## src/design/fastening_pkg.sv

```systemverilog
package fastening_pkg;

  localparam int unsigned CLK_HZ         = 50_000_000;
  localparam int unsigned MS_PER_S       = 1000;
  localparam int unsigned MS_CYCLES      = CLK_HZ / MS_PER_S;
  localparam int unsigned HALF_SEC_MS    = 500;
  localparam int unsigned START_GAP_MS   = 200;
  localparam int unsigned RETRY_BLOCK_MS = 2000;
  localparam int unsigned START_GAP_CYC  = START_GAP_MS * MS_CYCLES;
  localparam int unsigned RETRY_CYC      = RETRY_BLOCK_MS * MS_CYCLES;

  localparam int unsigned NUM_COILS = 99;
  localparam int unsigned STEP_W    = 6;

  localparam logic [7:0] REG_CTRL      = 8'h00;
  localparam logic [7:0] REG_CYC_LIMIT = 8'h04;
  localparam logic [7:0] REG_STATUS    = 8'h08;
  localparam logic [7:0] REG_CYC_COUNT = 8'h0C;
  localparam logic [7:0] REG_COIL0     = 8'h10;
  localparam logic [7:0] REG_COIL1     = 8'h14;
  localparam logic [7:0] REG_COIL2     = 8'h18;
  localparam logic [7:0] REG_COIL3     = 8'h1C;
  localparam logic [7:0] REG_RUN_DUR   = 8'h20;
  localparam logic [7:0] REG_ALL_DUR   = 8'h24;
  localparam logic [7:0] REG_VERDICT   = 8'h28;
  localparam logic [7:0] REG_STAMP_HI  = 8'h2C;
  localparam logic [7:0] REG_STAMP_LO  = 8'h30;
  localparam int unsigned COIL_WORDS   = 4;

  // control register fields
  localparam int unsigned CTL_UNDER_EN = 0;
  localparam int unsigned CTL_TRIG_EN  = 1;
  localparam int unsigned CTL_POS_EN   = 2;
  localparam int unsigned CTL_SEND_EN  = 3;
  localparam int unsigned CTL_SRC_LSB  = 4;
  localparam int unsigned CTL_TBL_LSB  = 7;
  localparam int unsigned CTL_W        = 9;
  localparam logic [CTL_W-1:0] CTL_RESET = 9'h000;

  typedef enum logic [2:0]
  {
    SRC_CH_INT  = 3'h0,
    SRC_CH_EXT  = 3'h1,
    SRC_JOB_INT = 3'h2,
    SRC_JOB_EXT = 3'h3,
    SRC_ID      = 3'h4
  } program_source_t;

  typedef enum logic [1:0]
  {
    TBL_NONE = 2'h0,
    TBL_XY   = 2'h1,
    TBL_XYZ  = 2'h2
  } table_sel_t;

  typedef enum logic [2:0]
  {
    VERDICT_OK          = 3'h0,
    VERDICT_NG          = 3'h1,
    VERDICT_FORCED      = 3'h2,
    VERDICT_INCOMPLETE  = 3'h3,
    VERDICT_UNSUPPORTED = 3'h4
  } job_verdict_t;

  // gray sequence from ST_IDLE through ST_SEND to ST_DONE
  typedef enum logic [2:0]
  {
    ST_IDLE = 3'b000,
    ST_RUN  = 3'b001,
    ST_DEND = 3'b011,
    ST_SEND = 3'b010,
    ST_DONE = 3'b110
  } cycle_state_t;

  // synchronised pin positions
  localparam int unsigned PIN_START = 0;
  localparam int unsigned PIN_RUN   = 1;
  localparam int unsigned PIN_REV   = 2;
  localparam int unsigned PIN_RST   = 3;
  localparam int unsigned PIN_SEL   = 4;
  localparam int unsigned PIN_W     = 5;

endpackage

```

## src/design/fastening_status_outputs.sv

```systemverilog
`timescale 1ns/1ps
module fastening_status_outputs
  import fastening_pkg::*;
#(
  parameter int unsigned MS_CYC    = MS_CYCLES,
  parameter int unsigned GAP_CYC   = START_GAP_CYC,
  parameter int unsigned RETRY_LEN = RETRY_CYC
)
(
  input  wire  logic                 mclk,
  input  wire  logic                 rst_n,
  input  wire  logic                 psel,
  input  wire  logic                 penable,
  input  wire  logic                 pwrite,
  input  wire  logic [7:0]           paddr,
  input  wire  logic [31:0]          pwdata,
  output logic       [31:0]          prdata,
  output logic                       pready,
  output logic                       pslverr,
  input  wire  logic                 start_pin,
  input  wire  logic                 run_pin,
  input  wire  logic                 reverse_pin,
  input  wire  logic                 reset_pin,
  input  wire  logic                 select_pin,
  input  wire  logic                 job_active,
  input  wire  logic [STEP_W-1:0]    job_step,
  input  wire  logic                 start_torque_seen,
  input  wire  logic                 target_reached,
  input  wire  logic                 abort_event,
  input  wire  logic                 fasten_complete,
  input  wire  logic                 fasten_ok,
  input  wire  logic                 pos_out_of_tol,
  input  wire  logic                 dend_done,
  input  wire  logic                 backoff_ng_event,
  input  wire  logic                 calendar_invalid,
  input  wire  logic [47:0]          calendar_now,
  input  wire  logic                 job_forced,
  input  wire  logic                 job_incomplete,
  input  wire  logic                 job_unsupported,
  input  wire  logic                 teach_mode,
  input  wire  logic                 teach_complete,
  input  wire  logic                 tracker_ok,
  input  wire  logic                 tracker_error,
  input  wire  logic                 tracker_link_up,
  input  wire  logic                 origin_done,
  input  wire  logic                 send_done,
  input  wire  logic                 send_fault,
  output logic                       ready,
  output logic                       run_permit,
  output logic                       cycle_done,
  output logic                       judge_ok,
  output logic                       judge_ng,
  output logic                       send_request,
  output logic       [STEP_W-1:0]    job_step_out,
  output logic                       loosen_done_flag,
  output logic                       under_target_flag,
  output logic                       trigger_release_flag,
  output logic                       tool_cycle_alarm,
  output logic                       backoff_angle_fail,
  output logic                       timekeeper_alarm,
  output logic                       teach_active,
  output logic                       teach_done,
  output logic                       tracker_ready,
  output logic                       place_fail,
  output logic                       homing_done,
  output logic                       heartbeat_toggle,
  output logic                       one_second_toggle,
  output logic       [NUM_COILS-1:0] ladder_coils
);

  logic [PIN_W-1:0]     pin_raw;
  logic [PIN_W-1:0]     pin_meta;
  logic [PIN_W-1:0]     pin_s;
  logic [PIN_W-1:0]     pin_d;
  logic [CTL_W-1:0]     ctrl;
  logic [31:0]          cyc_limit;
  logic [31:0]          cyc_count;
  logic [31:0]          run_dur;
  logic [31:0]          all_dur;
  logic [31:0]          ms_cnt;
  logic [15:0]          half_ms;
  logic                 ms_tick;
  logic [31:0]          gap_cnt;
  logic [31:0]          retry_cnt;
  logic [127:0]         coil_words;
  cycle_state_t         state;
  logic                 reversing;
  logic                 target_seen;
  logic                 ext_selected;
  logic [2:0]           verdict;
  logic [47:0]          stamp;
  logic                 clear_evt;
  logic                 start_rise;
  logic                 start_ok;
  logic                 wr_en;
  logic                 rd_setup;
  logic                 blocked;
  logic                 abort_now;
  logic                 rel_abort;
  logic                 src_ext;
  logic [31:0]          status_word;
  logic [31:0]          next_rdata;
  logic                 next_err;
  program_source_t      src_sel;
  table_sel_t           tbl_sel;

  assign pin_raw = {select_pin, reset_pin, reverse_pin, run_pin, start_pin};

  // the first stage is read by the second stage only
  always_ff @(posedge mclk)
  begin
    if (!rst_n)
    begin
      pin_meta <= '0;
      pin_s    <= '0;
      pin_d    <= '0;
    end
    else
    begin
      pin_meta <= pin_raw;
      pin_s    <= pin_meta;
      pin_d    <= pin_s;
    end
  end

  assign start_rise = pin_s[PIN_START] & ~pin_d[PIN_START];
  assign clear_evt  = start_rise
                    | (pin_s[PIN_RUN] & ~pin_d[PIN_RUN])
                    | (pin_s[PIN_RST] & ~pin_d[PIN_RST]);
  assign src_sel    = program_source_t'(ctrl[CTL_SRC_LSB +: 3]);
  assign tbl_sel    = table_sel_t'(ctrl[CTL_TBL_LSB +: 2]);
  assign src_ext    = (src_sel == SRC_CH_EXT) || (src_sel == SRC_JOB_EXT);
  assign blocked    = (state == ST_SEND) || (retry_cnt != '0);
  // a start inside the rest gap is simply not taken
  assign start_ok   = start_rise && (gap_cnt == '0) && !blocked
                    && (state == ST_IDLE) && (!src_ext || ext_selected);
  assign abort_now  = (state == ST_RUN) && !reversing && !fasten_complete
                    && (abort_event || !pin_s[PIN_START]);
  assign rel_abort  = !pin_s[PIN_START] && !abort_event;

  // one tick chain: millisecond prescale, then half-second count
  always_ff @(posedge mclk)
  begin
    if (!rst_n)
    begin
      ms_cnt            <= '0;
      ms_tick           <= 1'b0;
      half_ms           <= '0;
      heartbeat_toggle  <= 1'b0;
      one_second_toggle <= 1'b0;
    end
    else
    begin
      ms_tick <= 1'b0;
      if (ms_cnt == MS_CYC - 1)
      begin
        ms_cnt  <= '0;
        ms_tick <= 1'b1;
      end
      else
        ms_cnt <= ms_cnt + 32'h0000_0001;
      if (ms_tick)
      begin
        if (half_ms == 16'(HALF_SEC_MS - 1))
        begin
          half_ms          <= '0;
          heartbeat_toggle <= ~heartbeat_toggle;
          if (heartbeat_toggle)
            one_second_toggle <= ~one_second_toggle;
        end
        else
          half_ms <= half_ms + 16'h0001;
      end
    end
  end

  // start rest gap and retransmission block
  always_ff @(posedge mclk)
  begin
    if (!rst_n)
    begin
      gap_cnt   <= '0;
      retry_cnt <= '0;
    end
    else
    begin
      if (!pin_s[PIN_START] && pin_d[PIN_START])
        gap_cnt <= GAP_CYC;
      else if (gap_cnt != '0)
        gap_cnt <= gap_cnt - 32'h0000_0001;
      if (send_fault)
        retry_cnt <= RETRY_LEN;
      else if (retry_cnt != '0)
        retry_cnt <= retry_cnt - 32'h0000_0001;
    end
  end

  // fastening cycle sequence
  always_ff @(posedge mclk)
  begin
    if (!rst_n)
    begin
      state        <= ST_IDLE;
      reversing    <= 1'b0;
      judge_ok     <= 1'b0;
      judge_ng     <= 1'b0;
      cycle_done   <= 1'b0;
      send_request <= 1'b0;
      verdict      <= VERDICT_OK;
      stamp        <= '0;
    end
    else
    begin
      send_request <= 1'b0;
      unique case (state)
        ST_IDLE:
          if (start_ok)
          begin
            state      <= ST_RUN;
            reversing  <= pin_s[PIN_REV];
            judge_ok   <= 1'b0;
            judge_ng   <= 1'b0;
            cycle_done <= 1'b0;
          end
        ST_RUN:
          if (reversing)
          begin
            if (!pin_s[PIN_START])
              state <= ST_IDLE;
          end
          else if (fasten_complete)
          begin
            state <= ST_DEND;
            stamp <= calendar_now;
          end
          else if (abort_now)
          begin
            state    <= ST_IDLE;
            judge_ng <= 1'b1;
          end
        ST_DEND:
          if (dend_done)
          begin
            // verdicts go out before any completion signal
            judge_ok <= fasten_ok;
            judge_ng <= ~fasten_ok;
            if (job_unsupported)
              verdict <= VERDICT_UNSUPPORTED;
            else if (job_incomplete)
              verdict <= VERDICT_INCOMPLETE;
            else if (job_forced)
              verdict <= VERDICT_FORCED;
            else if (fasten_ok)
              verdict <= VERDICT_OK;
            else
              verdict <= VERDICT_NG;
            if (ctrl[CTL_SEND_EN])
            begin
              state        <= ST_SEND;
              send_request <= 1'b1;
            end
            else
              state <= ST_DONE;
          end
        ST_SEND:
          if (send_done)
            state <= ST_DONE;
        ST_DONE:
        begin
          cycle_done <= 1'b1;
          if (start_rise)
            state <= ST_IDLE;
        end
        default:
          state <= ST_IDLE;
      endcase
    end
  end

  // durations in milliseconds; overall keeps counting through delayed end
  always_ff @(posedge mclk)
  begin
    if (!rst_n)
    begin
      run_dur <= '0;
      all_dur <= '0;
    end
    else if (start_ok)
    begin
      run_dur <= '0;
      all_dur <= '0;
    end
    else if (ms_tick && !reversing)
    begin
      if (state == ST_RUN)
        run_dur <= run_dur + 32'h0000_0001;
      if (state == ST_RUN || state == ST_DEND)
        all_dur <= all_dur + 32'h0000_0001;
    end
  end

  // external selection must be seen before ready in external modes
  always_ff @(posedge mclk)
  begin
    if (!rst_n)
      ext_selected <= 1'b0;
    else if (pin_s[PIN_SEL])
      ext_selected <= 1'b1;
    else if (state == ST_DONE && start_rise)
      ext_selected <= 1'b0;
  end

  always_ff @(posedge mclk)
  begin
    if (!rst_n)
    begin
      ready      <= 1'b0;
      run_permit <= 1'b0;
    end
    else
    begin
      ready      <= (state == ST_IDLE) && !blocked
                  && (!src_ext || ext_selected);
      run_permit <= !blocked;
    end
  end

  // latched fault flags: a set in the clearing cycle wins, except target_seen, where start_ok clears it
  always_ff @(posedge mclk)
  begin
    if (!rst_n)
    begin
      target_seen          <= 1'b0;
      loosen_done_flag     <= 1'b0;
      under_target_flag    <= 1'b0;
      trigger_release_flag <= 1'b0;
      backoff_angle_fail   <= 1'b0;
      place_fail           <= 1'b0;
      homing_done          <= 1'b0;
    end
    else
    begin
      if (start_ok)
        target_seen <= 1'b0;
      else if (target_reached)
        target_seen <= 1'b1;
      if (state == ST_RUN && reversing && start_torque_seen)
        loosen_done_flag <= 1'b1;
      else if (start_rise)
        loosen_done_flag <= 1'b0;
      if (abort_now && ctrl[CTL_UNDER_EN] && !target_seen
          && !target_reached)
        under_target_flag <= 1'b1;
      else if (clear_evt)
        under_target_flag <= 1'b0;
      if (abort_now && rel_abort && ctrl[CTL_TRIG_EN])
        trigger_release_flag <= 1'b1;
      else if (clear_evt)
        trigger_release_flag <= 1'b0;
      if (backoff_ng_event)
        backoff_angle_fail <= 1'b1;
      else if (clear_evt)
        backoff_angle_fail <= 1'b0;
      if (state == ST_RUN && !reversing && fasten_complete
          && ctrl[CTL_POS_EN] && pos_out_of_tol)
        place_fail <= 1'b1;
      else if (clear_evt)
        place_fail <= 1'b0;
      if (origin_done && (tbl_sel == TBL_XY || tbl_sel == TBL_XYZ))
        homing_done <= 1'b1;
      else if (pin_s[PIN_RST] && !pin_d[PIN_RST])
        homing_done <= 1'b0;
    end
  end

  // level status outputs
  always_ff @(posedge mclk)
  begin
    if (!rst_n)
    begin
      job_step_out     <= '0;
      timekeeper_alarm <= 1'b0;
      teach_active     <= 1'b0;
      teach_done       <= 1'b0;
      tracker_ready    <= 1'b0;
      tool_cycle_alarm <= 1'b0;
    end
    else
    begin
      job_step_out     <= job_active ? job_step : '0;
      timekeeper_alarm <= calendar_invalid;
      teach_active     <= teach_mode;
      if (teach_mode && teach_complete)
        teach_done <= 1'b1;
      else if (!teach_mode)
        teach_done <= 1'b0;
      tracker_ready <= tracker_ok && tracker_link_up
                     && !tracker_error;
      tool_cycle_alarm <= cyc_count > cyc_limit;
    end
  end

  // tool cycle counter; a software write clears it unless a start is counted in the same cycle
  always_ff @(posedge mclk)
  begin
    if (!rst_n)
      cyc_count <= '0;
    else if (start_ok && cyc_count != 32'hFFFF_FFFF)
      cyc_count <= cyc_count + 32'h0000_0001;
    else if (wr_en && paddr == REG_CYC_COUNT)
      cyc_count <= '0;
  end

  // apb slave: zero wait states, answer registered in setup
  assign wr_en    = psel && penable && pready && pwrite;
  assign rd_setup = psel && !penable;

  always_ff @(posedge mclk)
  begin
    if (!rst_n)
    begin
      ctrl       <= CTL_RESET;
      cyc_limit  <= '0;
      coil_words <= '0;
    end
    else if (wr_en && !pslverr)
    begin
      if (paddr == REG_CTRL)
        ctrl <= pwdata[CTL_W-1:0];
      if (paddr == REG_CYC_LIMIT)
        cyc_limit <= pwdata;
      for (int i = 0; i < COIL_WORDS; i++)
        if (paddr == REG_COIL0 + 8'(4 * i))
          coil_words[32*i +: 32] <= pwdata;
    end
  end

  // coils beyond the implemented count read back as zero
  genvar g;
  generate
    for (g = 0; g < NUM_COILS; g++)
    begin : g_coil
      always_ff @(posedge mclk)
      begin
        if (!rst_n)
          ladder_coils[g] <= 1'b0;
        else
          ladder_coils[g] <= coil_words[g];
      end
    end
  endgenerate

  assign status_word = {16'h0000, 3'h0, ext_selected, blocked, state,
                        homing_done, place_fail, backoff_angle_fail,
                        trigger_release_flag, under_target_flag,
                        loosen_done_flag, tool_cycle_alarm,
                        cycle_done};

  always_comb
  begin
    next_rdata = '0;
    next_err   = 1'b0;
    case (paddr)
      REG_CTRL:      next_rdata = {23'h000000, ctrl};
      REG_CYC_LIMIT: next_rdata = cyc_limit;
      REG_STATUS:    next_rdata = status_word;
      REG_CYC_COUNT: next_rdata = cyc_count;
      REG_COIL0:     next_rdata = coil_words[31:0];
      REG_COIL1:     next_rdata = coil_words[63:32];
      REG_COIL2:     next_rdata = coil_words[95:64];
      REG_COIL3:     next_rdata = {29'h0, coil_words[98:96]};
      REG_RUN_DUR:   next_rdata = run_dur;
      REG_ALL_DUR:   next_rdata = all_dur;
      REG_VERDICT:   next_rdata = {29'h0, verdict};
      REG_STAMP_HI:  next_rdata = {8'h00, stamp[47:24]};
      REG_STAMP_LO:  next_rdata = {8'h00, stamp[23:0]};
      default:       next_err   = 1'b1;
    endcase
  end

  always_ff @(posedge mclk)
  begin
    if (!rst_n)
    begin
      prdata  <= '0;
      pready  <= 1'b0;
      pslverr <= 1'b0;
    end
    else
    begin
      pready <= rd_setup;
      if (rd_setup)
      begin
        prdata  <= pwrite ? 32'h0000_0000 : next_rdata;
        pslverr <= next_err || (pwrite && (paddr == REG_STATUS
                   || paddr == REG_RUN_DUR || paddr == REG_ALL_DUR
                   || paddr == REG_VERDICT || paddr == REG_STAMP_HI
                   || paddr == REG_STAMP_LO));
      end
      else
        pslverr <= 1'b0;
    end
  end

endmodule

```

## config.mk

```make
export PLATFORM = sky130hd
export DESIGN_NAME = fastening_status_outputs
export DESIGN_NICKNAME = d
export VERILOG_FILES = /design/src/design/fastening_pkg.sv /design/src/design/fastening_status_outputs.sv
export SDC_FILE = /design/constraint.sdc
export NUM_CORES = 1
export LEC_CHECK = 0
export ABC_CLOCK_PERIOD_IN_PS = 2290
export BUFFER_PORTS_ARGS = -buffer_cell sky130_fd_sc_hd__clkbuf_2
export CAP_MARGIN = 20
export CORE_MARGIN = 4
export CORE_UTILIZATION = 45
export DETAILED_ROUTE_END_ITERATION = 12
export GPL_ROUTABILITY_DRIVEN = 0
export HOLD_SLACK_MARGIN = 0.02
export PLACE_DENSITY = 0.67
export SLEW_MARGIN = 30
export SYNTH_ARGS = -nofsm -noshare
export SYNTH_HDL_FRONTEND = slang
export SYNTH_SLANG_ARGS = --single-unit
export TNS_END_PERCENT = 20
```

## constraint.sdc

```tcl
create_clock -name mclk -period 2.29 [get_ports mclk]
set_input_delay 0 -clock mclk [delete_from_list [all_inputs] [get_ports mclk]]
set_output_delay 0 -clock mclk [all_outputs]
set_load 0.02 [all_outputs]
```

==> impl_metrics.yaml <==
timing:
  relSlewSlack_pct: 49.7
  worst_pin_slew_ns: 0.755
  tns_ns: -0.0326
  period_share_pct: 101
  fin_worst_skew_ns: 0.0329
  worst_slack_ns: -0.0326
  hold_viol: 0
  slew_violations: 0
  rsz0062_at_grt: "true"
  period_needed_ns: 2.32
  finalSetupViolCount: 1
  max_freq_ghz: 0.431
drt:
  post-route-drc-count: 0
  ant_nets: 0
  dr.first_iter.drc_count: 2697
  num_vias: 23000
  wl_mm: 81.5
  drtPass1Iterations: 7
  wl_per_cell_um: 20.2
  vias_per_cell: 5.70
global_route:
  grt_max_degree: 145
  grt_pass1_wl_mm: 126
  grt_overflow: 0
  antenna_found_initial: 2
  grtUsageMet3_pct: 4.98
  use_met2_pct: 46.0
  grt_busiest_layer: "met2"
  first_global_vias: 22500
  met1_usage_pct: 35.4
  grtUsageTotal_pct: 27.5
final_layout:
  multi_input_area_um2: 11800
  regArea_um2: 11600
  fin_util_pct: 58.7
  fill_cells: 4587
  final_cells: 4042
  design_area_um2: 31000
  reg_top3: "coil_words (99), ladder_coils (99), stamp (48)"
  drive_above_1_share_pct: 19.6
  area_growth_pct: 28.8
  nets: 3471
die:
  fp.dieArea_um2: 57200
  core-area_um2: 52800
  ios: 283
  rows: 84
  initial_utilization_pct: 45.6
  fp.dieW_um: 239
  die_h_um: 239
placement:
  placed_cell_area_um2: 27200
  io_buffers: 282
  dp.cells: 3792
  dp_hpwl_mm: 58.1
power_and_ir_drop:
  p_leak_uw: 0.0122
  vdd_drop_max_uv: 607
  power_density_nw_per_um2: 785
  power_uw: 24300
job:
  cap_violations: 0
worst_setup_path:
  arrival_ns: 2.86
  start_kind: "register"
  r2r_slack_ns: -0.03
  critPathCaptureType: "register"
  criticalPathCategory: "reg -> reg"
  worstPathMaxFanout: 4
  reg2reg_depth: 6
  critPathRequiredTime_ns: 2.82
  r2r_start: "retry_cnt[10]$_SDFFE_PP0P_"
  rr_endpoint: "retry_cnt[30]$_SDFFE_PP0P_"
logic_synthesis:
  async_flop_share_pct: 0
  synth_seq_cells: 577
  synthMostInstantiatedCell: "dfxtp_1"
  synth_flop_cell: "dfxtp_1"
  synth_enable_flop_cells: 0
  syn_area_um2: 24000
  yosysSeqAreaShare_pct: 48.0
  synth.area.top_cells: "dfxtp_1 48%, nand2_1 7.4%, a21oi_1 5.4%"
  synth_top_area_share_pct: 48.0
  ys_warn_count: 0
  syn-num-nets: 2978
  synth.largest_area_cell: "dfxtp_1"
  synthCells: 2813
  syn_area_per_cell_um2: 8.55
  yosysUniqueCellTypes: 72
  netlist_top_cells_count: "577 x dfxtp_1, 477 x nand2_1, 260 x a21oi_1"
worst_hold_path:
  hold_class: "in -> reg"
  hold_depth: 4
  holdCritStartpoint: "penable"
  holdPathEnd: "pready$_SDFF_PN0_"
clock_network:
  cts.reportedPaths.clkPinSlew_ns: 0.06
  numCtsBuffers: 59
  cts_max_level: 2
  cts_root_buf: "clkbuf_16"
  cts_tree: "built"
  cts_buffer_depth: 3
  clock_latency_ns: 0.62
  clock_sink_count: 577
outcome:
  outcome: "complete, but fails checks"
  violations: "setup timing"
## worst max-delay path by stage
stage                               start                     endpoint  slack (ns)  depth (start not counted)
2_1_floorplan    gap_cnt[20]$_SDFFE_PN0P_    cyc_count[0]$_SDFFE_PN0P_       -0.01                          8
3_3_place_gp   cyc_limit[17]$_SDFFE_PN0P_  tool_cycle_alarm$_SDFF_PN0_       -0.16                         10
3_5_place_dp   retry_cnt[20]$_SDFFE_PN0P_    cyc_count[2]$_SDFFE_PN0P_       -0.17                          9
4_1_cts        retry_cnt[10]$_SDFFE_PP0P_   retry_cnt[30]$_SDFFE_PP0P_       -0.02                          6
5_1_grt        retry_cnt[10]$_SDFFE_PP0P_   retry_cnt[30]$_SDFFE_PP0P_        -0.1                          6
6_report       retry_cnt[10]$_SDFFE_PP0P_   retry_cnt[30]$_SDFFE_PP0P_       -0.03                          6
## cell families (layout without fill, tap and decap cells)
logic type               Yosys count  after routing  share of synthesized area [%]
AND/OR/NAND/NOR                 1238           1238                           25.0
flip-flops                       577            577                           48.0
AO/OA/AOI/OAI                    551            551                           14.6
buffers and inverters            234            774                           3.81
XOR/XNOR                         152            152                           5.54
adder cells (fa/ha/maj)           40             40                           2.08
multiplexers                      21             21                          0.890
other                              0              1                              0
## layout make-up
type | count | share of cell area [%]
Multi-Input combinational cell | 2002 | 38.2
Sequential cell | 577 | 37.4
Clock inverter | 24 | 0.913
Inverter | 64 | 0.800
Timing Repair Buffer | 602 | 14.3
Antenna cell | 1 | 0.00808
Tap cell | 688 | 2.78
Clock buffer | 84 | 5.66
## per-stage QoR
step                setup WS [ns]  hold slack [ns]
floorplan                 -0.0118           0.0766
global placement           -0.155            0.165
detailed placement         -0.169            0.166
CTS                       -0.0181           0.0657
global route              -0.0978            0.115
finish                    -0.0326           0.0838
## per-layer routing
| layer | vias to the layer above | wire [um] |
|---|---|---|
| met5 | - | 17 |
| met4 | 4 | 2970 |
| met3 | 198 | 7410 |
| met2 | 1116 | 38300 |
| met1 | 11000 | 32800 |
| li1 | 10700 | - |
## critical path, stage by stage, from the launching register on
cell and delay (ns):
dfxtp_1 0.32, or4_4 0.58, nor4b_4 0.27, o21ai_2 0.10, or4_4 0.43, or4_4 0.43, a21oi_1 0.13
## what timing repair did
item                       in CTS  in global routing
gates cloned                    0                  3
pin swaps                       4                 21
hold endpoints to repair      245                  0
setup endpoints to repair      85                140
gates resized for setup        10                 55
hold buffers                  129                  0
setup buffers                   2                  7
## cells in the final DEF, fill, tap and decap left out, types with 64 or more instances in the layout
master / count
nand2_1: 474
nor2_1: 241
clkbuf_2: 281
clkbuf_16: 64
buf_4: 169
dfxtp_1: 565
a22oi_1: 104
nand3_1: 86
xor2_1: 93
nand4_1: 64
and2_1: 136
a21oi_1: 260
dlygate4sd3_1: 129
## report_power, final
part / leakage [uW] / total [uW] / internal, uW / switching (uW)
combinational: 0.00651 / 3570 / 1710 / 1850
clock: 0.000999 / 10100 / 5970 / 4080
sequential: 0.00467 / 10700 / 10400 / 335
total: 0.0122 / 24300 / 18100 / 6270
Power figures use the tool's default switching activity.
